**config.mk**
```make
export PLATFORM = sky130hd
export DESIGN_NAME = npr_regs
export DESIGN_NICKNAME = d
export VERILOG_FILES = /design/src/common/npr_pkg.sv /design/src/hdl/npr_port.sv /design/src/hdl/npr_regs.sv
export SDC_FILE = /design/constraint.sdc
export NUM_CORES = 1
export LEC_CHECK = 0
export ABC_AREA = 1
export BUFFER_PORTS_ARGS = -buffer_cell sky130_fd_sc_hd__buf_2
export CORE_ASPECT_RATIO = 0.6
export CORE_UTILIZATION = 53
export CTS_CLUSTER_DIAMETER = 200
export DETAILED_ROUTE_END_ITERATION = 8
export MAX_ROUTING_LAYER = met4
export PLACE_DENSITY = 0.87
export SLEW_MARGIN = 5
export SYNTH_ARGS = -nofsm -noshare
export SYNTH_HDL_FRONTEND = slang
export SYNTH_SLANG_ARGS = --single-unit
export TNS_END_PERCENT = 1
```
**constraint.sdc**
```tcl
create_clock -name MCLK -period 1.7 [get_ports MCLK]
set_clock_uncertainty 0.05 [all_clocks]
set_input_delay 0.17 -clock MCLK [delete_from_list [all_inputs] [get_ports MCLK]]
set_output_delay 0.17 -clock MCLK [all_outputs]
set_load 0.03 [all_outputs]
```
**src/common/npr_pkg.sv**
```systemverilog
// Purpose: shared constants and types for the next page register block
// Assumes: byte-wide switch register port, 16-bit pages split in two bytes
// Notes:   page layout follows the link codeword bit order, msb first
package npr_pkg;

  // directly addressed switch registers
  localparam logic [7:0] NPR_ADDR_SEL  = 8'h6E; // table and port select
  localparam logic [7:0] NPR_ADDR_OFS  = 8'h6F; // indirect byte offset
  localparam logic [7:0] NPR_ADDR_DATA = 8'hA0; // indirect byte data

  // select register fields
  localparam int         NPR_GRP_MSB   = 7;
  localparam int         NPR_GRP_LSB   = 5;
  localparam int         NPR_PORT_MSB  = 3;
  localparam int         NPR_PORT_LSB  = 0;
  localparam logic [2:0] NPR_GRP_ENERGY = 3'h1;
  localparam logic [3:0] NPR_PORT_LOW  = 4'h3; // first port of the group
  localparam int         NPR_PORT_CNT  = 2;    // ports 3 and 4

  // indirect offsets
  localparam logic [7:0] NPR_OFS_TX_HI = 8'h0E;
  localparam logic [7:0] NPR_OFS_TX_LO = 8'h0F;
  localparam logic [7:0] NPR_OFS_LP_HI = 8'h10;
  localparam logic [7:0] NPR_OFS_LP_LO = 8'h11;

  // field positions inside the upper byte of a page
  localparam int         NPR_HI_MORE   = 7;
  localparam int         NPR_HI_MSG    = 5;
  localparam int         NPR_HI_COMPLY = 4;
  localparam int         NPR_HI_CODE_MSB = 2;

  // one next page, bit 15 down to bit 0
  typedef struct packed {
    logic        more_pages_flag;   // 15
    logic        ack;               // 14
    logic        message_page_flag; // 13
    logic        comply_ack_flag;   // 12
    logic        toggle;            // 11
    logic [10:0] code;              // 10..0
  } npr_page_t;

  // reset values
  localparam npr_page_t  NPR_TX_RST = '{1'b0, 1'b0, 1'b1, 1'b0, 1'b0, 11'h000};
  localparam npr_page_t  NPR_LP_RST = '{1'b0, 1'b0, 1'b0, 1'b0, 1'b0, 11'h000};
  localparam logic [7:0] NPR_SEL_RST = 8'h00;
  localparam logic [7:0] NPR_OFS_RST = 8'h00;

endpackage : npr_pkg

```
**src/hdl/npr_port.sv**
```systemverilog
// Purpose: per-port transmit and partner next page storage
// Assumes: write strobes are already decoded for this port
// Notes:   toggle is owned by hardware, software writes never touch it
`timescale 1ns/100ps
module npr_port
  import npr_pkg::*;
(
  // clock and reset
  input  wire logic       clk,
  input  wire logic       rst,
  // software byte writes
  input  wire logic       wr_hi,
  input  wire logic       wr_lo,
  input  wire logic [7:0] wdata,
  // link side events
  input  wire logic       start,
  input  wire logic       base_toggle,
  input  wire logic       sent,
  input  wire logic       rx_valid,
  input  wire npr_page_t  rx_page,
  // stored pages
  output npr_page_t       tx_page_q,
  output npr_page_t       lp_page_q
);

  npr_page_t tx_page_d;
  npr_page_t lp_page_d;

  // next values of both pages
  always_comb begin
    tx_page_d = tx_page_q;
    lp_page_d = lp_page_q;
    if (wr_hi) begin
      tx_page_d.more_pages_flag   = wdata[NPR_HI_MORE];
      tx_page_d.message_page_flag = wdata[NPR_HI_MSG];
      tx_page_d.comply_ack_flag   = wdata[NPR_HI_COMPLY];
      tx_page_d.code[10:8]        = wdata[NPR_HI_CODE_MSB:0];
    end
    if (wr_lo) begin
      tx_page_d.code[7:0] = wdata;
    end
    // a fresh sequence outranks a page sent in the same cycle
    if (start) begin
      tx_page_d.toggle = ~base_toggle;
    end else if (sent) begin
      tx_page_d.toggle = ~tx_page_q.toggle;
    end
    tx_page_d.ack = 1'b0;
    if (rx_valid) begin
      lp_page_d = rx_page;
    end
  end

  // page storage
  always_ff @(posedge clk) begin
    if (rst) begin
      tx_page_q <= NPR_TX_RST;
      lp_page_q <= NPR_LP_RST;
    end else begin
      tx_page_q <= tx_page_d;
      lp_page_q <= lp_page_d;
    end
  end

endmodule : npr_port

```
**src/hdl/npr_regs.sv**
```systemverilog
// Purpose: indirect next page registers for the energy efficient ethernet ports
// Assumes: one register access per cycle, reads answered one cycle later
// Notes:   only ports 3 and 4 respond; other selections read zero
// Function
// - tx page bit 15 is writable more-pages flag, resets to 0.
// - tx page bit 13 is writable message page flag, resets to 1.
// - tx page bit 12 is writable comply acknowledge flag, resets to 0.
// - bit 11 is hardware toggle, inverse of previous exchanged toggle.
// - first next page toggle is inverse of base codeword bit 11.
// - bits 10 to 0 are a writable 11-bit code field.
// - selected indirect byte is read or written through 0xA0.
// - partner received page is read-only at offset 0x10, bit 15 resets 0.
// - tx page upper byte at offset 0x0E, lower byte at 0x0F.
// - with automatic mode set, hardware negotiates without software page.
`timescale 1ns/100ps
module npr_regs
  import npr_pkg::*;
#(
  parameter int PORTS = NPR_PORT_CNT
)(
  // clock and reset
  input  wire logic            MCLK,
  input  wire logic            RST,
  // switch register port
  input  wire logic            REG_WR,
  input  wire logic            REG_RD,
  input  wire logic [7:0]      REG_ADDR,
  input  wire logic [7:0]      REG_WDATA,
  output logic      [7:0]      REG_RDATA,
  output logic                 REG_RVALID,
  // auto-negotiation engine, one bit or page per port
  input  wire logic [PORTS-1:0]      AUTO_NEG,
  input  wire logic [PORTS-1:0]      AN_START,
  input  wire logic [PORTS-1:0]      AN_BASE_T,
  input  wire logic [PORTS-1:0]      AN_SENT,
  input  wire logic [PORTS-1:0]      AN_RX_VALID,
  input  wire npr_page_t [PORTS-1:0] AN_RX_PAGE,
  output npr_page_t [PORTS-1:0]      TX_PAGE,
  output logic      [PORTS-1:0]      TX_USE_SW
);

  logic      [7:0]       sel_q, sel_d;
  logic      [7:0]       ofs_q, ofs_d;
  logic      [7:0]       rdata_q, rdata_d;
  logic                  rvalid_q, rvalid_d;
  logic      [PORTS-1:0] use_sw_q, use_sw_d;
  logic      [PORTS-1:0] hit;
  logic      [PORTS-1:0] wr_hi;
  logic      [PORTS-1:0] wr_lo;
  logic      [7:0]       port_byte [PORTS];
  npr_page_t [PORTS-1:0] lp_page;
  logic                  grp_ok;
  logic                  data_wr;

  // group match relies on software setting the select first
  assign grp_ok  = sel_q[NPR_GRP_MSB:NPR_GRP_LSB] == NPR_GRP_ENERGY;
  assign data_wr = REG_WR && (REG_ADDR == NPR_ADDR_DATA);

  // one storage slice per port with its own decode and read byte
  for (genvar i = 0; i < PORTS; i++) begin : g_port
    assign hit[i]   = grp_ok &&
                      (sel_q[NPR_PORT_MSB:NPR_PORT_LSB] == NPR_PORT_LOW + 4'(i));
    assign wr_hi[i] = data_wr && hit[i] && (ofs_q == NPR_OFS_TX_HI);
    assign wr_lo[i] = data_wr && hit[i] && (ofs_q == NPR_OFS_TX_LO);

    npr_port u_port (
      .clk         (MCLK),
      .rst         (RST),
      .wr_hi       (wr_hi[i]),
      .wr_lo       (wr_lo[i]),
      .wdata       (REG_WDATA),
      .start       (AN_START[i]),
      .base_toggle (AN_BASE_T[i]),
      .sent        (AN_SENT[i]),
      .rx_valid    (AN_RX_VALID[i]),
      .rx_page     (AN_RX_PAGE[i]),
      .tx_page_q   (TX_PAGE[i]),
      .lp_page_q   (lp_page[i])
    );

    // byte view of the selected indirect offset
    always_comb begin
      port_byte[i] = 8'h00;
      if (hit[i]) begin
        case (ofs_q)
          NPR_OFS_TX_HI: port_byte[i] = TX_PAGE[i][15:8];
          NPR_OFS_TX_LO: port_byte[i] = TX_PAGE[i][7:0];
          NPR_OFS_LP_HI: port_byte[i] = lp_page[i][15:8];
          NPR_OFS_LP_LO: port_byte[i] = lp_page[i][7:0];
          default:       port_byte[i] = 8'h00;
        endcase
      end
    end
  end

  // select, offset and read answer; writes to partner page are dropped
  always_comb begin
    sel_d    = sel_q;
    ofs_d    = ofs_q;
    rdata_d  = 8'h00;
    rvalid_d = REG_RD;
    use_sw_d = ~AUTO_NEG;
    if (REG_WR && REG_ADDR == NPR_ADDR_SEL) begin
      sel_d = REG_WDATA;
    end
    if (REG_WR && REG_ADDR == NPR_ADDR_OFS) begin
      ofs_d = REG_WDATA;
    end
    if (REG_RD) begin
      case (REG_ADDR)
        NPR_ADDR_SEL:  rdata_d = sel_q;
        NPR_ADDR_OFS:  rdata_d = ofs_q;
        NPR_ADDR_DATA: begin
          for (int k = 0; k < PORTS; k++) begin
            rdata_d = rdata_d | port_byte[k];
          end
        end
        default:       rdata_d = 8'h00;
      endcase
    end
  end

  // register stage; every output leaves from here or from a port slice
  always_ff @(posedge MCLK) begin
    if (RST) begin
      sel_q    <= NPR_SEL_RST;
      ofs_q    <= NPR_OFS_RST;
      rdata_q  <= 8'h00;
      rvalid_q <= 1'b0;
      use_sw_q <= '0;
    end else begin
      sel_q    <= sel_d;
      ofs_q    <= ofs_d;
      rdata_q  <= rdata_d;
      rvalid_q <= rvalid_d;
      use_sw_q <= use_sw_d;
    end
  end

  assign REG_RDATA  = rdata_q;
  assign REG_RVALID = rvalid_q;
  assign TX_USE_SW  = use_sw_q;
endmodule : npr_regs

```
# Word level (Yosys, flattened, before mapping)
# Index checks and enable logic that the tools add are counted.
# op_classes
n_bitwise	7
muxes	9
n_reduce_logical	14
eq_ne	10
# ops
cell	count
$pmux W8 S4	2
$pmux W8 S3	1
$eq A8 B4 Y1 const B	2
$eq A8 B5 Y1 const B	2
$eq A8 B7 Y1 const B	2
$mux W8	2
$logic_and A1 B1 Y1	11
$eq A8 B8 Y1 const B	1
$or A8 B8 Y8	1
$not A1 Y1	5
$eq A4 B2 Y1 const B	1
$eq A4 B3 Y1 const B	1
$mux W1	4
$reduce_bool A2 Y1	2
$eq A3 B1 Y1 const B	1
$not A2 Y2	1
$reduce_or A2 Y1	1
# totals
output_inout_bits	43
in_bits	62
wordCells	69
ff_bits	89

# Logic depth before layout (Yosys ltp)
# depth
ltp_word	5
depth_mapped	10
depth_no_buf	10

# Modules after synthesis
# Synthesis repeated with hierarchy kept, for this count alone.
# unflattened
hier_cells	585
area_unflattened_um2	4121.5
# modules_own_cells
mod	cells_per_inst	area_each_um2	seq_area_each_um2	n_inst
npr_port	141	1097.3	620.6	2
npr_regs	303	1926.8	540.5	1

# Worst setup path after synthesis
# No wires, ideal clock.
# synth_path
path_type	reg-to-reg
start	register sel_q[6]
end	register g_port[0].u_port.tx_page_q[13] (netlist bit)
setup_time_ps	133
period_less_slack_ps	1366
slack_ps	334
arrival_ps	1183
t_required_ps	1517
stages_incl_launch_ff	9
n_path_buf	0
cell_sequence	dfxtp_1 inv_2 nand3_1 nor2_2 nand2_4 nor2_4 inv_2 nand2_1 o211ai_2
# synth_via
elab_chain_cells	4
# synth_rtl
element	line	text
from (decl)	npr_regs.sv:42	logic [7:0] sel_q, sel_d;
from (signal assigned)	npr_regs.sv:132	sel_q <= sel_d;
$eq A3 B1 Y1	npr_regs.sv:56	assign grp_ok = sel_q[NPR_GRP_MSB:NPR_GRP_LSB] == NPR_GRP_ENERGY;
$logic_and A1 B1 Y1	npr_regs.sv:61	assign hit[i] = grp_ok &&
$logic_and A1 B1 Y1 (2 in series)	npr_regs.sv:63	assign wr_hi[i] = data_wr && hit[i] && (ofs_q == NPR_OFS_TX_HI);
to (signal assigned)	npr_port.sv:60	tx_page_q <= tx_page_d;
to (decl)	npr_port.sv:22	output npr_page_t tx_page_q,
# No other way between the ends.
# A chain may end at the register's enable or synchronous reset.

# Worst setup path in the final report
# layout_path
start	register ofs_q[6]
end	register rdata_q[6] (netlist: REG_RDATA[6])
# layout_via
elab_chain_cells	5
word_cells_on_any_way	10
cone_classes	eq/ne: 4; mux: 5; bitwise: 1
# layout_rtl
element	line	text
from (decl)	npr_regs.sv:43	logic [7:0] ofs_q, ofs_d;
from (signal assigned)	npr_regs.sv:133	ofs_q <= ofs_d;
$eq A8 B5 Y1 / $eq A8 B4 Y1 (equally long branches)	npr_regs.sv:85	case (ofs_q)
$pmux W8 S4	npr_regs.sv:85	
$mux W8	npr_regs.sv:84	if (hit[i]) begin
$or A8 B8 Y8	npr_regs.sv:115	rdata_d = rdata_d | port_byte[k];
$pmux W8 S3 (*)	npr_regs.sv:110	case (REG_ADDR)
to (signal assigned)	npr_regs.sv:134	rdata_q <= rdata_d;
to (decl)	npr_regs.sv:44	logic [7:0] rdata_q, rdata_d;
# Mark *: on every way between the ends. The rest lies on a longest branch, timed or not.

==> reports/metrics.csv <==
metric,value,unit
status,finished clean,
hp-class,in2reg,
cts_num_sinks,89,
vias,4423,
start_kind,flop,
clk_path_buf_depth,2,
rsz0062_at_grt,false,
wirelength,12650,um
dieWidth,115.5,um
worstSetupPathType,reg2reg,
netlist_instances,570,
place_congestion,0.9642,
grt_use_total,0.3342,
grt_pass1_wl,19760,um
io_pins,105,
hold_viol,0,
syn_area,4094,um2
max-vdd-ir-drop,0.6208,mV
core-area,7357,um2
arrival,1.81,ns
r2r_start,ofs_q[6]$_SDFFE_PP0P_,
nets,744,
synth_area_per_cell,7.182,um2
grt_pass1_vias,3953,
final_layout_size_suffix_gt1_frac,0.2522,
drt_iter0_markers,619,
portBuffers,102,
die_area,8092,um2
yosysSeqAreaShare,0.4352,
drtPass1Iterations,5,
dieHeight,70.08,um
clk_latency,0.35,ns
hpwlAfterDp,9163,um
final_area,5146,um2
syn_to_final_growth,25.70,%
yosysUniqueCellTypes,29,
setup_viol,0,
drcViolationCount,0,
critical_path_peak_fanout,32,
clock.fmax,627.0,MHz
grt_antenna_before_repair,0,
maxCapViolCount,0,
slew_violations,0,
num_rows,24,
synth_seq_cells,89,
clk_pin_slew,0.06,ns
powerDensity,897.2,nW/um2
h-tree-depth,3,
tns,0,ns
place_area,4735,um2
fin_crit,1.595,ns
cts_made_buffers,9,
grt_remaining_overflow,0,
tritoncts,built,
worstPathRequired,1.92,ns
worstSetupStartpoint,ofs_q[6]$_SDFFE_PP0P_,
ys_warn_count,0,
antenna_cells,0,
p_leak,2.500,nW
cts-root-buf,clkbuf_16,
start_util,0.5565,
post_drt_wl_per_cell,16.01,um
cp-end-kind,flop,
period_share,0.9382,
holdCritStartpoint,AN_RX_PAGE[4],
viasPerCell,5.599,
ant_nets,0,
grt_max_degree,78,
==> cell usage after synthesis, drive strengths merged <==
master | n | area, um2
conb | 1 | 3.750
nand2 | 68 | 277.8
o211ai | 2 | 25.02
inv | 44 | 165.2
dfxtp | 89 | 1782
nor3 | 4 | 31.28
and3 | 1 | 6.260
buf | 15 | 105.1
and2 | 4 | 27.53
clkbuf | 11 | 41.29
xor2 | 2 | 17.52
o21ai | 90 | 450.4
nand3 | 68 | 350.3
o22ai | 8 | 50.05
a21oi | 29 | 145.1
nor2 | 132 | 603.1
nand4 | 2 | 12.51
==> power breakdown <==
group / switching [W] / internal (W) / total, W
combinational: 0.000196 / 0.000118 / 0.000314
clock: 0.000806 / 0.00132 / 0.00212
sequential: 0.0000347 / 0.00215 / 0.00218
==> layer usage <==
layer / vias to the layer above / global-route usage / wire (um)
met2: 303 / 0.4857 / 5369
met3: 32 / 0.09983 / 1695
li1: 2098 / - / -
met1: 1990 / 0.4521 / 5364
met4: 0 / 0.08514 / 216
met5: - / - / 0
==> sequential cells by signal (all words and copies together), names as in the netlist <==
signal,flops
REG_RDATA,8
REG_RVALID,1
TX_USE_SW,2
g_port.u_port.lp_page_q,32
g_port.u_port.tx_page_q,30
ofs_q,8
sel_q,8
==> layout by cell type, fill, tap and decap left out, drive strengths merged, types with 2 or more instances in the layout <==
cell type    synthesis  final
a21oi               29     29
and2                 4      4
buf                 15    119
bufinv               0      2
clkbuf              11     10
clkinvlp             0      2
conb                 1      2
dfxtp               89     89
dlygate4sd3          0      7
inv                 44     44
nand2               68     68
nand3               68     68
nand4                2      2
nor2               132    132
nor3                 4      4
o211ai               2      2
o21ai               90     90
o22ai                8      8
xor2                 2      2
==> repair_timing <==
action / in CTS / in global routing
hold buffers: 7 / 0
gates resized for setup: 0 / 0
endpoints found under the hold margin: 5 / 0
endpoints found under the setup margin: 0 / 13
buffers inserted: 0 / 3
==> final timing paths <==
| kind | to | slack (ns) | cells past startpoint |
|---|---|---|---|
| hold reg to reg | sel_q[4]$_SDFFE_PP0P_ | 0.42 | 2 |
| setup reg to reg | REG_RDATA[6]$_SDFF_PP0_ | 0.11 | 11 |
| setup / recovery | REG_RDATA[6]$_SDFF_PP0_ | 0.11 | 11 |
| hold / removal | g_port[0].u_port.lp_page_q[4]$_SDFFE_PP0P_ | 0.002 | 3 |
==> stage by stage <==
| step | cells | total power, W | worst slack (ns) | hold WS (ns) | utilization |
|---|---|---|---|---|---|
| global route | 790 | 0.004765 | 0.007965 | 0.0001925 | 0.6995 |
| floorplan | 571 | 0.002370 | 0.3339 | 0.1867 | - |
| CTS | 787 | 0.004628 | 0.04310 | 0.00007200 | 0.6964 |
| finish | 790 | 0.004617 | 0.1050 | 0.001654 | 0.6995 |
| global placement | 765 | 0.002501 | 0.1625 | 0.2810 | 0.6435 |
| detailed placement | 765 | 0.002516 | 0.07958 | 0.2868 | 0.6435 |
==> kinds of logic (layout without fill, tap and decap cells) <==
logic type	after synthesis	count (layout)	share of synthesized area
xor gates and xnor gates	2	2	0.004280
AOI/OAI and AO/OA	129	129	0.1638
and+or+nand+nor	279	279	0.3197
buffers and inverters	70	185	0.07610
DFF	89	89	0.4352
other	1	2	0.0009160
==> worst max-delay path, cell delays in order, from the launching register on <==
cell and delay (ns):
dfxtp_1 0.30, inv_1 0.10, nand2_2 0.11, nor2_4 0.14
buf_12 0.19, and2_1 0.17, nand2_1 0.05, nand3_1 0.08
nand2_1 0.06, nand2_1 0.07, nand2_1 0.05, a21oi_1 0.13
==> final cells by class <==
| class | instances | area, um2 |
|---|---|---|
| clock buffer | 10 | 239.0 |
| clock inverter | 5 | 80.08 |
| fill | 633 | 2211 |
| inverter | 44 | 165.2 |
| multi-input combinational | 412 | 2004 |
| sequential | 89 | 1782 |
| tap | 104 | 130.1 |
| timing repair buffer | 126 | 745.7 |
No activity file was read; power rests on OpenSTA's default activity.
